<file path="src/common/asi_rx_pkg.sv">
package asi_rx_pkg;

    localparam int unsigned DATA_W = 32;
    localparam int unsigned ADDR_W = 10;
    localparam int unsigned REG_W  = 8;

    // Register offsets are word indices; the byte address is four times the index.
    localparam logic [7:0]        IDX_RX_TIMING_CONFIG  = 8'h26;
    localparam logic [7:0]        IDX_RX_PIN_SELECT     = 8'h27;
    localparam logic [7:0]        IDX_RX_CHANNEL1_MAP   = 8'h28;
    localparam logic [ADDR_W-1:0] ADDR_RX_TIMING_CONFIG = {IDX_RX_TIMING_CONFIG, 2'h0};
    localparam logic [ADDR_W-1:0] ADDR_RX_PIN_SELECT    = {IDX_RX_PIN_SELECT, 2'h0};
    localparam logic [ADDR_W-1:0] ADDR_RX_CHANNEL1_MAP  = {IDX_RX_CHANNEL1_MAP, 2'h0};

    localparam logic [REG_W-1:0] RST_RX_TIMING_CONFIG = 8'h00;
    localparam logic [REG_W-1:0] RST_RX_PIN_SELECT    = 8'h00;
    localparam logic [REG_W-1:0] RST_RX_CHANNEL1_MAP  = 8'h20;

    localparam int unsigned SLOT_W       = 6;
    localparam logic [5:0]  SLOT_MAX     = 6'h3f;
    localparam logic [5:0]  HALF_SLOTS   = 6'h10;
    localparam logic [5:0]  I2S_LEAD_BIT = 6'h01;

    typedef enum logic [1:0] {
        FMT_TDM,
        FMT_I2S,
        FMT_LJ
    } asi_format_t;

    typedef struct packed {
        logic       rx_sample_edge_invert;
        logic       rx_latch_internal_frame_sync;
        logic       rx_latch_internal_bit_clock;
        logic [4:0] rx_msb_bit_delay;
    } rx_timing_config_t;

    typedef struct packed {
        logic [1:0] reserved;
        logic       rx_chan1_enable;
        logic [4:0] rx_chan1_slot_index;
    } rx_channel1_map_t;

    typedef struct packed {
        logic [ADDR_W-1:0] paddr;
        logic              psel;
        logic              penable;
        logic              pwrite;
        logic [DATA_W-1:0] pwdata;
        logic [3:0]        pstrb;
    } apb_req_t;

    typedef struct packed {
        logic [DATA_W-1:0] prdata;
        logic              pready;
        logic              pslverr;
    } apb_rsp_t;

endpackage

</file>
<file path="src/core/asi_receive_slot_mapper.sv">
`timescale 1ns/1ps
module asi_receive_slot_mapper #(
    parameter int unsigned WORD_W = 32
) (
    input  wire logic                    clk_i,
    input  wire logic                    srst_i,
    input  wire asi_rx_pkg::apb_req_t    apb_req_i,
    output asi_rx_pkg::apb_rsp_t         apb_rsp_o,
    input  wire logic                    bit_clock_i,
    input  wire logic                    frame_sync_i,
    input  wire logic                    primary_data_input_i,
    input  wire logic                    secondary_data_input_i,
    input  wire logic                    controller_mode_i,
    input  wire logic                    int_bit_clock_i,
    input  wire logic                    int_frame_sync_i,
    input  wire logic                    bit_clock_polarity_setting_i,
    input  wire asi_rx_pkg::asi_format_t format_i,
    output logic [7:0]                   rx_pin_choice_o,
    output logic [31:0]                  dac_ch1_data_o,
    output logic                         dac_ch1_valid_o
);
    import asi_rx_pkg::*;

    typedef struct packed {
        rx_timing_config_t timing;
        logic [REG_W-1:0]  pin_select;
        rx_channel1_map_t  ch1;
        logic              bclk_prev;
        logic              fs_prev;
        logic              active;
        logic [5:0]        skip;
        logic [4:0]        bitc;
        logic [SLOT_W-1:0] slotc;
        logic [DATA_W-1:0] shift;
        logic [DATA_W-1:0] dac_data;
        logic              dac_valid;
        apb_rsp_t          rsp;
    } state_t;

    state_t            r, next_r;
    logic [3:0]        sync_q;
    logic              bclk_sel, fs_sel, pin_bit, edge_fall, strobe;
    logic              fs_rise, fs_fall, half_start, right_half, is_tdm, is_i2s;
    logic [5:0]        skip_now;
    logic [4:0]        bit_now;
    logic [SLOT_W-1:0] slot_now;
    logic              skipping, match, capture, last_bit, counting;
    logic              setup, access, mapped;
    logic [REG_W-1:0]  rd_byte;

    pin_sync #(.WIDTH(4)) u_sync (
        .clk_i  (clk_i),
        .srst_i (srst_i),
        .d_i    ({bit_clock_i, frame_sync_i, primary_data_input_i, secondary_data_input_i}),
        .q_o    (sync_q)
    );

    // Internal sources skip the synchroniser; they share this clock already.
    assign bclk_sel   = (controller_mode_i && r.timing.rx_latch_internal_bit_clock)
                        ? int_bit_clock_i : sync_q[3];
    assign fs_sel     = (controller_mode_i && r.timing.rx_latch_internal_frame_sync)
                        ? int_frame_sync_i : sync_q[2];
    assign pin_bit    = r.pin_select[0] ? sync_q[0] : sync_q[1];
    assign edge_fall  = bit_clock_polarity_setting_i ^ r.timing.rx_sample_edge_invert;
    assign strobe     = (bclk_sel != r.bclk_prev) && (bclk_sel == !edge_fall);
    assign is_tdm     = (format_i == FMT_TDM);
    assign is_i2s     = (format_i == FMT_I2S);
    assign fs_rise    = strobe && fs_sel && !r.fs_prev;
    assign fs_fall    = strobe && !fs_sel && r.fs_prev;
    assign half_start = fs_rise || (!is_tdm && fs_fall);
    assign right_half = is_i2s ? fs_sel : !fs_sel;
    // The same delay is applied to both data inputs since they share one bit counter.
    assign skip_now   = half_start ? (6'(r.timing.rx_msb_bit_delay) + (is_i2s ? I2S_LEAD_BIT : 6'h00))
                                   : r.skip;
    assign bit_now    = half_start ? 5'h00 : r.bitc;
    assign slot_now   = half_start ? '0 : r.slotc;
    assign skipping   = (skip_now != 6'h00);
    assign counting   = strobe && (r.active || half_start);
    assign last_bit   = (bit_now == 5'(WORD_W - 1));
    assign match      = is_tdm ? (slot_now == {1'b0, r.ch1.rx_chan1_slot_index})
                               : ((slot_now < HALF_SLOTS) && (slot_now[3:0] == r.ch1.rx_chan1_slot_index[3:0])
                                  && (right_half == r.ch1.rx_chan1_slot_index[4]));
    assign capture    = counting && !skipping && match && r.ch1.rx_chan1_enable;

    assign setup  = apb_req_i.psel && !apb_req_i.penable;
    assign access = apb_req_i.psel && apb_req_i.penable && r.rsp.pready;
    assign mapped = (apb_req_i.paddr == ADDR_RX_TIMING_CONFIG) || (apb_req_i.paddr == ADDR_RX_PIN_SELECT)
                    || (apb_req_i.paddr == ADDR_RX_CHANNEL1_MAP);

    always_comb begin
        unique case (apb_req_i.paddr)
            ADDR_RX_TIMING_CONFIG: rd_byte = r.timing;
            ADDR_RX_PIN_SELECT:    rd_byte = r.pin_select;
            ADDR_RX_CHANNEL1_MAP:  rd_byte = {2'h0, r.ch1[5:0]};
            default:               rd_byte = 8'h00;
        endcase
    end

    always_comb begin
        next_r             = r;
        next_r.bclk_prev   = bclk_sel;
        next_r.dac_valid   = 1'b0;
        next_r.rsp.pready  = setup;
        next_r.rsp.pslverr = setup && !mapped;
        next_r.rsp.prdata  = (setup && !apb_req_i.pwrite) ? {24'h000000, rd_byte} : 32'h00000000;
        if (access && apb_req_i.pwrite && mapped && apb_req_i.pstrb[0]) begin
            unique case (apb_req_i.paddr)
                ADDR_RX_TIMING_CONFIG: next_r.timing     = apb_req_i.pwdata[REG_W-1:0];
                ADDR_RX_PIN_SELECT:    next_r.pin_select = apb_req_i.pwdata[REG_W-1:0];
                // Reserved bits are dropped on write so they always read back as zero.
                default:               next_r.ch1        = {2'h0, apb_req_i.pwdata[5:0]};
            endcase
        end
        if (strobe) begin
            next_r.fs_prev = fs_sel;
        end
        if (half_start) begin
            next_r.active = 1'b1;
        end
        if (counting) begin
            next_r.bitc  = bit_now;
            next_r.slotc = slot_now;
            if (skipping) begin
                next_r.skip = skip_now - 6'h01;
            end else begin
                next_r.skip = 6'h00;
                if (last_bit) begin
                    next_r.bitc  = 5'h00;
                    next_r.slotc = (slot_now == SLOT_MAX) ? slot_now : slot_now + 6'h01;
                end else begin
                    next_r.bitc = bit_now + 5'h01;
                end
            end
        end
        if (capture) begin
            next_r.shift = (bit_now == 5'h00) ? {31'h0, pin_bit} : {r.shift[DATA_W-2:0], pin_bit};
            if (last_bit) begin
                next_r.dac_data  = next_r.shift;
                next_r.dac_valid = 1'b1;
            end
        end
    end

    always_ff @(posedge clk_i) begin
        if (srst_i) begin
            r            <= '0;
            r.timing     <= RST_RX_TIMING_CONFIG;
            r.pin_select <= RST_RX_PIN_SELECT;
            r.ch1        <= RST_RX_CHANNEL1_MAP;
        end else begin
            r <= next_r;
        end
    end

    assign apb_rsp_o       = r.rsp;
    assign rx_pin_choice_o = r.pin_select;
    assign dac_ch1_data_o  = r.dac_data;
    assign dac_ch1_valid_o = r.dac_valid;
endmodule // asi_receive_slot_mapper

</file>
<file path="src/core/pin_sync.sv">
`timescale 1ns/1ps
module pin_sync #(
    parameter int unsigned WIDTH = 1
) (
    input  wire logic             clk_i,
    input  wire logic             srst_i,
    input  wire logic [WIDTH-1:0] d_i,
    output logic      [WIDTH-1:0] q_o
);
    typedef struct packed {
        logic [WIDTH-1:0] meta;
        logic [WIDTH-1:0] stable;
    } sync_state_t;

    sync_state_t r, next_r;

    // The first stage feeds only the second one, so metastability never reaches logic.
    always_comb begin
        next_r.meta   = d_i;
        next_r.stable = r.meta;
    end

    always_ff @(posedge clk_i) begin
        if (srst_i) begin
            r <= '0;
        end else begin
            r <= next_r;
        end
    end

    assign q_o = r.stable;
endmodule // pin_sync

</file>
<file path="config.mk">
export PLATFORM = sky130hd
export DESIGN_NAME = asi_receive_slot_mapper
export DESIGN_NICKNAME = d
export VERILOG_FILES = /design/src/common/asi_rx_pkg.sv /design/src/core/asi_receive_slot_mapper.sv /design/src/core/pin_sync.sv
export SDC_FILE = /design/constraint.sdc
export NUM_CORES = 1
export LEC_CHECK = 0
export BUFFER_PORTS_ARGS = -buffer_cell sky130_fd_sc_hd__buf_2
export CAP_MARGIN = 20
export CORE_MARGIN = 4
export CORE_UTILIZATION = 45
export CTS_CLUSTER_DIAMETER = 80
export DETAILED_ROUTE_END_ITERATION = 6
export PLACE_DENSITY = 0.74
export SLEW_MARGIN = 25
export SYNTH_ARGS = -nofsm -noshare
export SYNTH_HDL_FRONTEND = slang
export SYNTH_SLANG_ARGS = --single-unit
</file>
<file path="constraint.sdc">
create_clock -name clk_i -period 11.47 [get_ports clk_i]
set_clock_uncertainty 0.1 [all_clocks]
set_input_delay 2.294 -clock clk_i [delete_from_list [all_inputs] [get_ports clk_i]]
set_output_delay 2.294 -clock clk_i [all_outputs]
set_load 0.02 [all_outputs]
</file>
* After elaboration in Yosys (flattened, before gate mapping)
Index checks and enable logic that the tools add are counted.
** Word-level totals
- Bits in registers :: 148
- Output and inout bits :: 75
- Logic and storage cells :: 103
** Cells by class
- $add $sub $neg :: 4
- Order comparisons :: 1
- Equality and inequality tests :: 11
- Muxes and demuxes :: 17
- Bitwise gates (word level) :: 4
- Reduce and logical (&&, ||, !) cells :: 44
** Operators by type and width (count)
- $mux W32 :: 1
- $eq A10 B8 Y1 const B :: 3
- $mux W6 :: 5
- $pmux W8 S3 :: 1
- $logic_and A1 B1 Y1 :: 22
- $mux W11 :: 1
- $mux W5 :: 2
- $logic_not A1 Y1 :: 8
- $reduce_and A2 Y1 :: 4
- $mux W1 :: 7
- $add A5 B1 Y6 :: 1
- $add A6 B1 Y6 const B :: 1
- $eq A6 B5 Y1 :: 1
- $eq A6 B6 Y1 const B :: 1
- $lt A6 B5 Y1 const B :: 1
- $reduce_bool A6 Y1 :: 1
- $reduce_or A2 Y1 :: 3
- $sub A6 B1 Y6 const B :: 1
- $add A5 B1 Y5 const B :: 1
- $eq A5 B5 Y1 const B :: 1
- $logic_not A5 Y1 :: 1
- $eq A4 B4 Y1 :: 1
- $logic_or A1 B1 Y1 :: 4
- $not A1 Y1 :: 3
- other kinds (5) :: 6

* Longest topological paths before layout
Gate-level depths: netlist (run 1).
- Word-level depth :: 17
- Depth in mapped cells :: 16

* By module
Synthesis (run 1) repeated with hierarchy kept, for this count alone.
** Unflattened totals
- Cell total of the unflattened synthesis :: 680
- Area, all modules :: 6316.1 µm²
** Modules (own cells, without submodules)
- asi_receive_slot_mapper :: instances 1, cells each 664, area each 6105.9 µm², seq. area each 2322.2 µm²
- pin_sync :: instances 1, cells each 16, area each 210.2 µm², seq. area each 160.2 µm²

* Least setup slack after synthesis (run 1)
OpenSTA, ideal clock, no wires.
- Kind :: input port to flip-flop
- From :: input port controller_mode_i
- To :: register r[67] in the netlist's numbering
- Library setup time :: 0.132 ns
- Arrival :: 5.943 ns
- Data required time :: 11.238 ns
- Setup slack :: 5.295 ns
- Cell stages on the path :: 15
- Path buffers :: 4
- Cells stage by stage :: a21bo_1 a211o_1 a22oi_1 clkbuf_1 clkbuf_1 mux2i_1 ha_1 nor4b_1 and4_1 o2111ai_1 or4b_1 buf_2 buf_1 nand2_1 a21oi_1
** On the way
- Word-level cells in the longest chain between the ends :: 15
- Elaborated cells between the ends (all ways) :: 31
- Classes of those cells :: order compare (1); eq/ne (5); mux (6); reduce/logical (19)
** Ends and longest elaborated chain
- start, declared :: RTL line asi_receive_slot_mapper.sv:13 : input wire logic controller_mode_i,
- $logic_and A1 B1 Y1 :: RTL line asi_receive_slot_mapper.sv:59 : assign bclk_sel = (controller_mode_i && r.timing.rx_latch_internal_bit_clock)
- $mux W1 :: RTL line asi_receive_slot_mapper.sv:60 : ? int_bit_clock_i : sync_q[3];
- $ne A1 B1 Y1 or $eq A1 B1 Y1 (tied branches) :: RTL line asi_receive_slot_mapper.sv:65 : assign strobe = (bclk_sel != r.bclk_prev) && (bclk_sel == !edge_fall);
- $logic_and A1 B1 Y1 :: RTL line asi_receive_slot_mapper.sv:65
- $logic_and A1 B1 Y1 (2 in series) :: RTL line asi_receive_slot_mapper.sv:69 : assign fs_fall = strobe && !fs_sel && r.fs_prev;
- $logic_and A1 B1 Y1 :: RTL line asi_receive_slot_mapper.sv:70 : assign half_start = fs_rise || (!is_tdm && fs_fall);
- $logic_or A1 B1 Y1 :: RTL line asi_receive_slot_mapper.sv:70
- $mux W6 :: RTL line asi_receive_slot_mapper.sv:76 : assign slot_now = half_start ? '0 : r.slotc;
- $lt A6 B5 Y1 or $eq A4 B4 Y1 (tied branches) :: RTL line asi_receive_slot_mapper.sv:81 : : ((slot_now < HALF_SLOTS) && (slot_now[3:0] == r.ch1.rx_chan1_slot_index[3:0])
- $logic_and A1 B1 Y1 :: RTL line asi_receive_slot_mapper.sv:81
- $logic_and A1 B1 Y1 :: RTL line asi_receive_slot_mapper.sv:82 : && (right_half == r.ch1.rx_chan1_slot_index[4]));
- $mux W1 :: RTL line asi_receive_slot_mapper.sv:80 : assign match = is_tdm ? (slot_now == {1'b0, r.ch1.rx_chan1_slot_index})
- $logic_and A1 B1 Y1 * (2 in series) :: RTL line asi_receive_slot_mapper.sv:83 : assign capture = counting && !skipping && match && r.ch1.rx_chan1_enable;
- end signal, assigned :: RTL line asi_receive_slot_mapper.sv:151 : r <= next_r;
- end, declared :: RTL line asi_receive_slot_mapper.sv:40 : state_t r, next_r;
Mark *: on every way between the ends. The rest lies on a longest branch, timed or not.
A chain may end at the register's enable or synchronous reset.

* Worst setup path after layout (run 1)
- From :: input port controller_mode_i
- To :: register r, in the netlist dac_ch1_data_o[0]
** On the way
- Word-level cells in the longest chain between the ends :: 16
- Elaborated cells between the ends (all ways) :: 34
- Classes of those cells :: order compare (1); eq/ne (6); mux (7); reduce/logical (20)
** Ends and longest elaborated chain (RTL line)
- $logic_and A1 B1 Y1 :: asi_receive_slot_mapper.sv:59
- $mux W1 :: asi_receive_slot_mapper.sv:60
- $ne A1 B1 Y1 or $eq A1 B1 Y1 (tied branches) :: asi_receive_slot_mapper.sv:65
- $logic_and A1 B1 Y1 :: asi_receive_slot_mapper.sv:65
- $logic_and A1 B1 Y1 (2 in series) :: asi_receive_slot_mapper.sv:69
- $logic_and A1 B1 Y1 :: asi_receive_slot_mapper.sv:70
- $logic_or A1 B1 Y1 :: asi_receive_slot_mapper.sv:70
- $mux W6 :: asi_receive_slot_mapper.sv:76
- $lt A6 B5 Y1 or $eq A4 B4 Y1 (tied branches) :: asi_receive_slot_mapper.sv:81
- $logic_and A1 B1 Y1 :: asi_receive_slot_mapper.sv:81
- $logic_and A1 B1 Y1 :: asi_receive_slot_mapper.sv:82
- $mux W1 :: asi_receive_slot_mapper.sv:80
- $logic_and A1 B1 Y1 (2 in series) :: asi_receive_slot_mapper.sv:83
- $reduce_and A2 Y1 (no source line) *
Marks and branches as above.

==> results of run 1 <==
how the worst max path moves through the flow:
stage	endpoint	slack, ns	startpoint	cells after the start
3_5_place_dp	dac_ch1_data_o[0]	3.96	controller_mode_i	14
5_1_grt	dac_ch1_data_o[31]	3.93	controller_mode_i	14
2_1_floorplan	r[67]	5.30	controller_mode_i	15
6_report	dac_ch1_data_o[0]	4.34	controller_mode_i	14
3_3_place_gp	dac_ch1_data_o[0]	3.98	controller_mode_i	14
4_1_cts	dac_ch1_data_o[0]	4.35	controller_mode_i	14
cells by family after synthesis:
group	after synthesis	share of synthesized area
XOR/XNOR	10	0.01392
adder cells (fa/ha/maj)	8	0.01591
buffers and inverters	133	0.1291
flip-flops	124	0.3945
AO/OA/AOI/OAI	135	0.1511
multiplexers	39	0.06443
other	1	0.0005960
AND/OR/NAND/NOR	267	0.2305
Yosys cell counts, types with 5 or more instances:
cell type,n
a22oi_1,10
nor2_1,47
nor3_2,29
a21oi_1,42
mux2_2,8
a31o_1,29
o21ai_0,11
nor2b_1,12
inv_1,9
nand2_1,52
buf_4,74
xnor2_1,7
buf_1,5
ha_1,8
nor3_1,12
clkbuf_1,35
dfxtp_1,124
nand3_1,83
mux2i_1,30
flip-flops by register name (all words and copies together), names as in the netlist:
name and cells:
u_sync.q_o 4, dac_ch1_data_o 32, rx_pin_choice_o 8, apb_rsp_o 10
r 65, u_sync.next_r 4, dac_ch1_valid_o 1
cell usage in the layout (no fill, tap or decap), types with 3 or more instances in the layout:
master,Yosys,final
bufinv_16,0,3
a31o_1,29,29
clkbuf_16,0,17
nand3_1,83,83
a21oi_1,42,42
nor3_2,29,29
nor2_1,47,47
nor3b_1,4,4
a22oi_1,10,10
o2111ai_1,4,4
inv_1,9,9
ha_1,8,8
xnor2_1,7,7
mux2i_1,30,30
nor4_1,3,3
a31o_2,3,3
and3_1,4,4
conb_1,1,24
a31oi_1,4,4
nor3_1,12,12
buf_2,4,84
xor2_1,3,3
nand2_1,52,52
buf_4,74,9
nand2b_1,3,3
clkinv_4,0,5
nor2b_1,12,12
o21ai_0,11,11
mux2_2,8,8
and2_1,4,4
dfxtp_1,124,124
a211oi_1,3,3
a41oi_1,3,3
final cells by class:
cell class | instances | share of cell area
flip-flops and latches | 124 | 0.3571
multi-input cells | 483 | 0.4471
clock inverters | 12 | 0.02376
well taps | 176 | 0.03168
inverters | 11 | 0.005940
clock buffers | 20 | 0.06425
repair buffers | 93 | 0.07019
power by group:
part	switching (mW)	total, mW	leakage [nW]	internal [mW]
clock network	0.199	0.549	0.292	0.350
registers	0.000656	0.433	1.00	0.433
logic	0.0270	0.0366	1.39	0.00961
total	0.226	1.02	2.68	0.792
worst max-delay path, delay by kind of cell:
| kind | cells | cell delay [ns] |
|---|---|---|
| buffers and inverters | 3 | 0.85 |
| adder cells (fa/ha/maj) | 1 | 0.22 |
| multiplexers | 1 | 0.37 |
| AND/OR/NAND/NOR | 4 | 1.73 |
| AO/OA/AOI/OAI | 5 | 1.84 |
per-layer routing:
layer	part of all wire	track usage	vias to the layer above	routed length, um
met5	0	0	-	0
met4	0.0089	0.04984	0	121
met3	0.065	0.04657	10	879
met2	0.48	0.2695	166	6461
met1	0.45	0.2176	2429	6092
li1	-	-	2492	-
per-stage QoR:
| step | area (sq um) | setup WS [ns] | util | std cells | hold slack, ns |
|---|---|---|---|---|---|
| after detailed placement | 6336 | 3.963 | 0.4710 | 887 | 0.3220 |
| after CTS | 6948 | 4.346 | 0.5165 | 919 | 0.3354 |
| final | 6952 | 4.342 | 0.5167 | 919 | 0.3322 |
| after floorplan | 6379 | 5.295 | - | 740 | 0.3138 |
| after global routing | 6952 | 3.935 | 0.5167 | 919 | 0.3487 |
| after global placement | 6336 | 3.984 | 0.4710 | 887 | 0.3175 |
==> impl_results.md, run 1 <==
- CTS clk-pin slew, worst paths: 0.06 ns
- Area of the die: 15940 sq um
- Detailed Route Iter0 Violations: 532
- Area contributors post-synth: dfxtp_1 39%, buf_4 8.8%, nand3_1 6.6%
- ANT nets after route: 0
- DIE HEIGHT: 126.3 um
- GRT Resource Usage Total: 0.1667
- Synth-to-layout area growth: 10.48%
- Peak VDD IR: 0.1024 mV
- Largest net degree at the start of global routing: 84
- Via/cell ratio: 5.546
- Crit path arrival time: 7.33 ns
- Fin. max-slew vios: 0
- Rows: 42
- Outcome: completed
- Max Clk Rate: 140.3 MHz
- Synth Instances: 717
- Nets: 799
- Gr ovfl total: 0
- Number of global-route vias before repair: 4655
- Fill cell count: 1233
- Seq/Total Area, Yosys: 0.3945
- Drc violations: 0
- Cts repair resizes: 0
- Num CTS Buffers: 17
- Worst hold path depth: 1
- EDFF count, synth: 0
- Crit Path Class: input port to flip-flop
- TritonCTS clock tree: done
- Pre-Repair DR Iteration Count: 5
- Hold Path Class: flip-flop to flip-flop
- Unrepaired setup endpoints after global routing: false
- Power, Total: 1.019 mW
- CTS Buffer Depth: 2
- Final TNS setup: 0 ns
- Crit path required time: 11.67 ns
- Clk_lat worst skew: 0.41 ns
- Final setup vio count: 0
- Critical Path End Type: flip-flop
- Register area: 2482 sq um
- Initial antenna violation count: 0
- Initial Utilization: 0.4677
- Hold_sp: u_sync.next_r[2]
- Reg-to-Reg End: dac_ch1_data_o[0]
- Clock root buffer: clkbuf_16
- Fin. Hold Viols: 0
- H-tree Lvls: 4
- CP peak stage delay: 0.75 ns
- Cell Area, Synth: 6292 sq um
- First-pass GRT wire length: 22300 um
- CP max FO: 32
- # clock sinks: 124
- Average size of a mapped cell: 8.776 sq um
- WL/cell: 14.75 um
- Cell mode on critical path: buf_4
- Worst hold endpoint: u_sync.q_o[2]
- Worst Setup Start Kind: input port
- YS warnings: 0
- Synth Flop Type: dfxtp_1
- Slew HR: 0.3703
- Multi-input gate area: 3108 sq um
- DP HPWL: 8657 um
- Yosys top cell area share: 0.3945
- Share of cells above drive strength 1: 0.2342
- Period utilization: 0.6214
- Crit-path slowest cell: a22oi_1
- Core ar.: 13450 sq um
- Number of max-cap violations: 0
- Pwr dens: 146.5 nW/um^2
- #FFs+latches synth: 124
- Reg2Reg Setup Slack: 5.98 ns
- Final GP Congestion: 0.8928
- Worst R2R Start: r[141]
- Netlist cell types: 64
- Worst Tran Pin Value: 0.9431 ns
- R2R depth: 13
- Pleak: 2.679 nW
- Period minus WS final: 7.128 ns
- Post-CTS setup buffer count: 0
- Asr flop ratio synth: 0
- Chip width: 126.3 um
- Total wire length: 13550 um
- CTS Hold Bufs: 0
- Worst path cell trace: buf_2, a21bo_1, a211o_1, a22oi_1, mux2i_1, ha_1, nor4b_1, and4_1, o2111ai_1, nor4b_4, buf_4, nand2_1, buf_4, a31o_2
- Vias: 5097
- Yosys top cell by area: dfxtp_1
- Antenna Cells: 0
- Num ports: 136
- Port Buffer Count: 84
Note: power is estimated with default switching activity, not from simulation.
==> run 2, diff against run 1 <==
- clock period: 11.47 -> 7.25 ns (I/O delays scaled with it)
==> impl_results.md, run 2 (synthesized netlist as in run 1, its figures left out) <==
- Outcome: completed
- Most common cell after layout, fill and taps aside: dfxtp_1
- Crit path required time: 7.52 ns (-4.15 ns)
- Period utilization: 0.7777
- Max reg flops: 65 (unchanged)
- Post-CTS setup buffer count: 0 (unchanged)
- Pre-Repair DR Iteration Count: 5 (unchanged)
- Total wire length: 13340 um (-1.6%)
- Max layer used: met4
- Initial Utilization: 0.4677 (unchanged)
- Power, Total: 1.555 mW (+53%)
- Worst R2R Start: r[140]
- Critical Path End Type: flip-flop
- Final TNS setup: 0 ns (unchanged)
- Port Buffer Count: 84 (unchanged)
- Nets: 800 (+0.13%)
- Crit Path Class: input port to flip-flop
- Core ar.: 13450 sq um (unchanged)
- Met2 wire length: 6096 um (-5.6%)
- Detail Route met3 WL: 737 um (-16%)
- Rows: 42 (unchanged)
- Reg2Reg Setup Slack: 2.45 ns (-3.53 ns)
- Area of the die: 15940 sq um (unchanged)
- Antenna Cells: 0 (unchanged)
- R2R depth: 13 (unchanged)
- Num CTS Buffers: 17 (unchanged)
- Largest net degree at the start of global routing: 79 (-6.0%)
- Cts repair resizes: 0 (unchanged)
- Wl on met1: 6301 um (+3.4%)
- TritonCTS clock tree: done
- First-pass GRT wire length: 22380 um (+0.34%)
- Pwr dens: 224.9 nW/um^2 (+53%)
- Fin. Hold Viols: 0 (unchanged)
- DP HPWL: 8550 um (-1.2%)
- Worst Setup Start Kind: input port
- CP max FO: 63 (+97%)
- Final GP Congestion: 0.8809 (-1.3%)
- Slew HR: 0.3598 (-0.01052)
- Pleak: 2.666 nW (-0.48%)
- GRT Resource Usage Total: 0.1685 (+0.001773)
- Clk_lat worst skew: 0.42 ns (about the same)
- Reg-to-Reg End: dac_ch1_data_o[31]
- Initial antenna violation count: 0 (unchanged)
- Gr ovfl total: 0 (unchanged)
- # clock sinks: 124 (unchanged)
- WL/cell: 14.50 um (-1.7%)
- Placement Cell Area: 6344 sq um (+0.12%)
- Share of cells above drive strength 1: 0.2366 (+0.002373)
- Num ports: 136 (unchanged)
- Hold Path Class: flip-flop to flip-flop
- Largest Register: r
- Period minus WS final: 5.638 ns
- Via/cell ratio: 5.458 (-1.6%)
- Worst hold endpoint: u_sync.q_o[2]
- ANT nets after route: 0 (unchanged)
- Final core utilization: 0.5140 (-0.002697)
- Peak VDD IR: 0.1600 mV (+56%)
- Final Cell Area: 6915 sq um (-0.52%)
- H-tree Lvls: 4 (unchanged)
- Fin. max-slew vios: 0 (unchanged)
- Vias: 5021 (-1.5%)
- Chip width: 126.3 um (unchanged)
- Max Clk Rate: 177.4 MHz
- Unrepaired setup endpoints after global routing: false
- Crit path from: controller_mode_i
- DIE HEIGHT: 126.3 um (unchanged)
- Number of global-route vias before repair: 4636 (-0.41%)
- CTS clk-pin slew, worst paths: 0.06 ns (about the same)
- Crit path arrival time: 5.90 ns (-1.43 ns)
- Drc violations: 0 (unchanged)
- Synth-to-layout area growth: 9.903%
- Worst hold path depth: 1 (unchanged)
- Worst Tran Pin Value: 0.9589 ns (+0.01576 ns)
- Detailed Route Iter0 Violations: 405 (-24%)
- Hold_sp: u_sync.next_r[2]
- CTS Hold Bufs: 0 (unchanged)
- Number of max-cap violations: 0 (unchanged)
- Final setup vio count: 0 (unchanged)
- Clock root buffer: clkbuf_16
- Commonest cells after routing, fill and taps aside: 124 x dfxtp_1, 84 x buf_2, 83 x nand3_1, 52 x nand2_1, 47 x nor2_1
- CTS Buffer Depth: 2 (unchanged)
run 2: cell count changes in the layout (fill, tap and decap cells not counted):
cell	delta
inv_8	-1
clkinvlp_4	+2
clkinv_2	+6
buf_4	+1
clkinv_4	-5
bufinv_16	-1
clkbuf_1	-1
run 2: stage by stage:
stage | hold WS [ns] | setup slack (ns) | std cells
floorplan | 0.3138 | 1.919 | 740
global placement | 0.3175 | 1.248 | 888
detailed placement | 0.3304 | 1.243 | 888
CTS | 0.3426 | 1.660 | 920
global route | 0.3630 | 1.215 | 920
finish | 0.3422 | 1.612 | 920
run 2: worst max-delay path, stage by stage:
cell,delay [ns]
buf_2,0.13
a21bo_1,0.21
a211o_1,0.41
a22oi_1,0.27
buf_4,0.22
mux2i_1,0.30
ha_1,0.23
nor4b_1,0.67
and4_1,0.33
o2111ai_1,0.21
or4b_2,0.67
buf_4,0.37
nor3_1,0.27
a31o_2,0.13
run 2: worst max path at each step:
stage / endpoint / slack [ns] / depth (start not counted)
global route: dac_ch1_data_o[1] / 1.22 / 14
CTS: dac_ch1_data_o[31] / 1.66 / 14
detailed placement: dac_ch1_data_o[29] / 1.24 / 14
global placement: dac_ch1_data_o[1] / 1.25 / 14
finish: dac_ch1_data_o[31] / 1.61 / 14
floorplan: r[67] / 1.92 / 15
run 2: power breakdown:
part / internal [mW] / total, mW / switching [mW]
Sequential: 0.685 / 0.686 / 0.00105
Combinational: 0.0153 / 0.0580 / 0.0428
Clock: 0.509 / 0.811 / 0.302
Total: 1.21 / 1.56 / 0.346
run 2: layout make-up:
cell class | instances | area [sq um]
fill | 1279 | 6538
multi-input combinational | 483 | 3108
sequential | 124 | 2482
timing repair buffer | 94 | 495.5
clock buffer | 19 | 442.9
tap | 176 | 220.2
clock inverter | 13 | 125.1
inverter | 11 | 41.29
run 2: layer usage:
layer,GRT usage,vias up
met3,0.04869,17
met5,0,-
li1,-,2491
met4,0.06751,0
met1,0.2243,2405
met2,0.2576,108
==> run 3, diff against run 2 <==
- clock period: 7.25 -> 5.3 ns (I/O delays scaled with it)
==> impl_results.md, run 3 (synthesized netlist as in run 1, its figures left out) <==
- Most common cell after layout, fill and taps aside: dfxtp_1
- H-tree Lvls: 4 (unchanged)
- Final core utilization: 0.5243 (+0.01023)
- CP peak stage delay: 0.80 ns (+0.13 ns)
- Outcome: completed
- Crit Path Class: input port to flip-flop
- DP HPWL: 9048 um (+5.8%)
- Worst Setup Start Kind: input port
- Vias: 5088 (+1.3%)
- Fin. Hold Viols: 0 (unchanged)
- First-pass GRT wire length: 22640 um (+1.2%)
- Commonest cells after routing, fill and taps aside: 124 x dfxtp_1, 84 x buf_2, 83 x nand3_1, 52 x nand2_1, 47 x nor2_1
- Clk_lat worst skew: 0.41 ns (about the same)
- CP max FO: 13 (-79%)
- Max reg flops: 65 (unchanged)
- CTS Hold Bufs: 0 (unchanged)
- # clock sinks: 124 (unchanged)
- Antenna Cells: 0 (unchanged)
- Final TNS setup: 0 ns (unchanged)
- Total wire length: 13650 um (+2.3%)
- Share of cells above drive strength 1: 0.2497 (+0.01311)
- CTS clk-pin slew, worst paths: 0.06 ns (about the same)
- Crit path max-delay family: compound AO/OA/AOI/OAI gates
- Crit-path slowest cell: or4b_2
- Worst path cell trace: buf_2, a21bo_2, a21o_1, a22oi_1, buf_4, mux2i_1, ha_1, nand2_1, a2111oi_0, buf_4, o2111ai_1, or4b_2, buf_4, nor3_1, a31o_2
- Gr ovfl total: 0 (unchanged)
- Number of global-route vias before repair: 4752 (+2.5%)
- CP Buf/Inv Count: 4 (+1)
- Via/cell ratio: 5.453 (about the same)
- Crit path required time: 5.56 ns (-1.96 ns)
- Critical Path End Type: flip-flop
- Synth-to-layout area growth: 12.09%
- Number of max-cap violations: 0 (unchanged)
- Post-CTS setup buffer count: 0 (unchanged)
- Fill cell count: 1225 (-4.2%)
- Nets: 813 (+1.6%)
- Chip width: 126.3 um (unchanged)
- Hold Path Class: flip-flop to flip-flop
- Period minus WS final: 4.618 ns
- Final setup vio count: 0 (unchanged)
- Pre-Repair DR Iteration Count: 4 (-1)
- Crit path arrival time: 4.87 ns (-1.03 ns)
- Worst Tran Pin Value: 0.8897 ns (-0.06919 ns)
- CTS Buffer Depth: 2 (unchanged)
- Rows: 42 (unchanged)
- Core ar.: 13450 sq um (unchanged)
- WL/cell: 14.63 um (+0.91%)
- Period utilization: 0.8712
- Pwr dens: 313.0 nW/um^2 (+39%)
- Initial Utilization: 0.4677 (unchanged)
- Final Cell Area: 7053 sq um (+2.0%)
- Final GP Congestion: 0.8718 (-1.0%)
- Cts repair resizes: 0 (unchanged)
- Detailed Route Iter0 Violations: 365 (-9.9%)
- Num CTS Buffers: 17 (unchanged)
- Largest net degree at the start of global routing: 83 (+5.1%)
- ANT nets after route: 0 (unchanged)
- Peak VDD IR: 0.2191 mV (+37%)
- Max Clk Rate: 216.6 MHz
- Slew HR: 0.4047 (+0.04487)
- Clock root buffer: clkbuf_16
- Drc violations: 0 (unchanged)
- Cell mode on critical path: buf_4
- Hold slack final: 0.3356 ns (-0.006565 ns)
- TritonCTS clock tree: done
- Placement Cell Area: 6441 sq um (+1.5%)
- Num ports: 136 (unchanged)
- Largest Register: r
- Fin. max-slew vios: 0 (unchanged)
- Pleak: 2.734 nW (+2.6%)
- Unrepaired setup endpoints after global routing: false
- Initial antenna violation count: 0 (unchanged)
- Port Buffer Count: 84 (unchanged)
- Area of the die: 15940 sq um (unchanged)
- GRT Resource Usage Total: 0.1692 (+0.0007514)
- DIE HEIGHT: 126.3 um (unchanged)
-- run 3: path summary, 6_finish.rpt --
| path | start | to | slack (ns) | depth (start not counted) |
|---|---|---|---|---|
| max | controller_mode_i | dac_ch1_data_o[31] | 0.68 | 15 |
| min | u_sync.next_r[2] | u_sync.q_o[2] | 0.34 | 1 |
| max reg2reg | r[141] | dac_ch1_data_o[31] | 1.03 | 14 |
| min reg2reg | u_sync.next_r[2] | u_sync.q_o[2] | 0.34 | 1 |
-- run 3: per-layer routing --
layer	GRT usage	wire (um)	vias to the layer above
li1	-	-	2522
met2	0.2651	6281	136
met4	0.05615	201	0
met5	0	0	-
met1	0.2243	6375	2409
met3	0.04953	793	21
-- run 3: area by class of cell --
cell class	instances	area (sq um)	share of cell area
clock buffer	19	442.9	0.06280
clock inverter	13	165.2	0.02342
inverter	11	41.29	0.005854
multi-input combinational	483	3108	0.4407
sequential	124	2482	0.3520
tap	176	220.2	0.03122
timing repair buffer	107	593.1	0.08409
-- run 3: power breakdown --
| part | switching [mW] | leakage [nW] | internal [mW] |
|---|---|---|---|
| Combinational | 0.0594 | 1.45 | 0.0225 |
| Sequential | 0.00143 | 1.00 | 0.937 |
| Clock | 0.434 | 0.286 | 0.754 |
-- run 3: per-stage QoR --
step           worst slack (ns)  power [mW]  cells
6_report                 0.6825       2.208    933
2_1_floorplan            0.3590       1.026    740
3_3_place_gp             0.3138       1.039    901
3_5_place_dp             0.2885       1.039    901
5_1_grt                  0.4173       2.270    933
4_1_cts                  0.7038       2.220    933
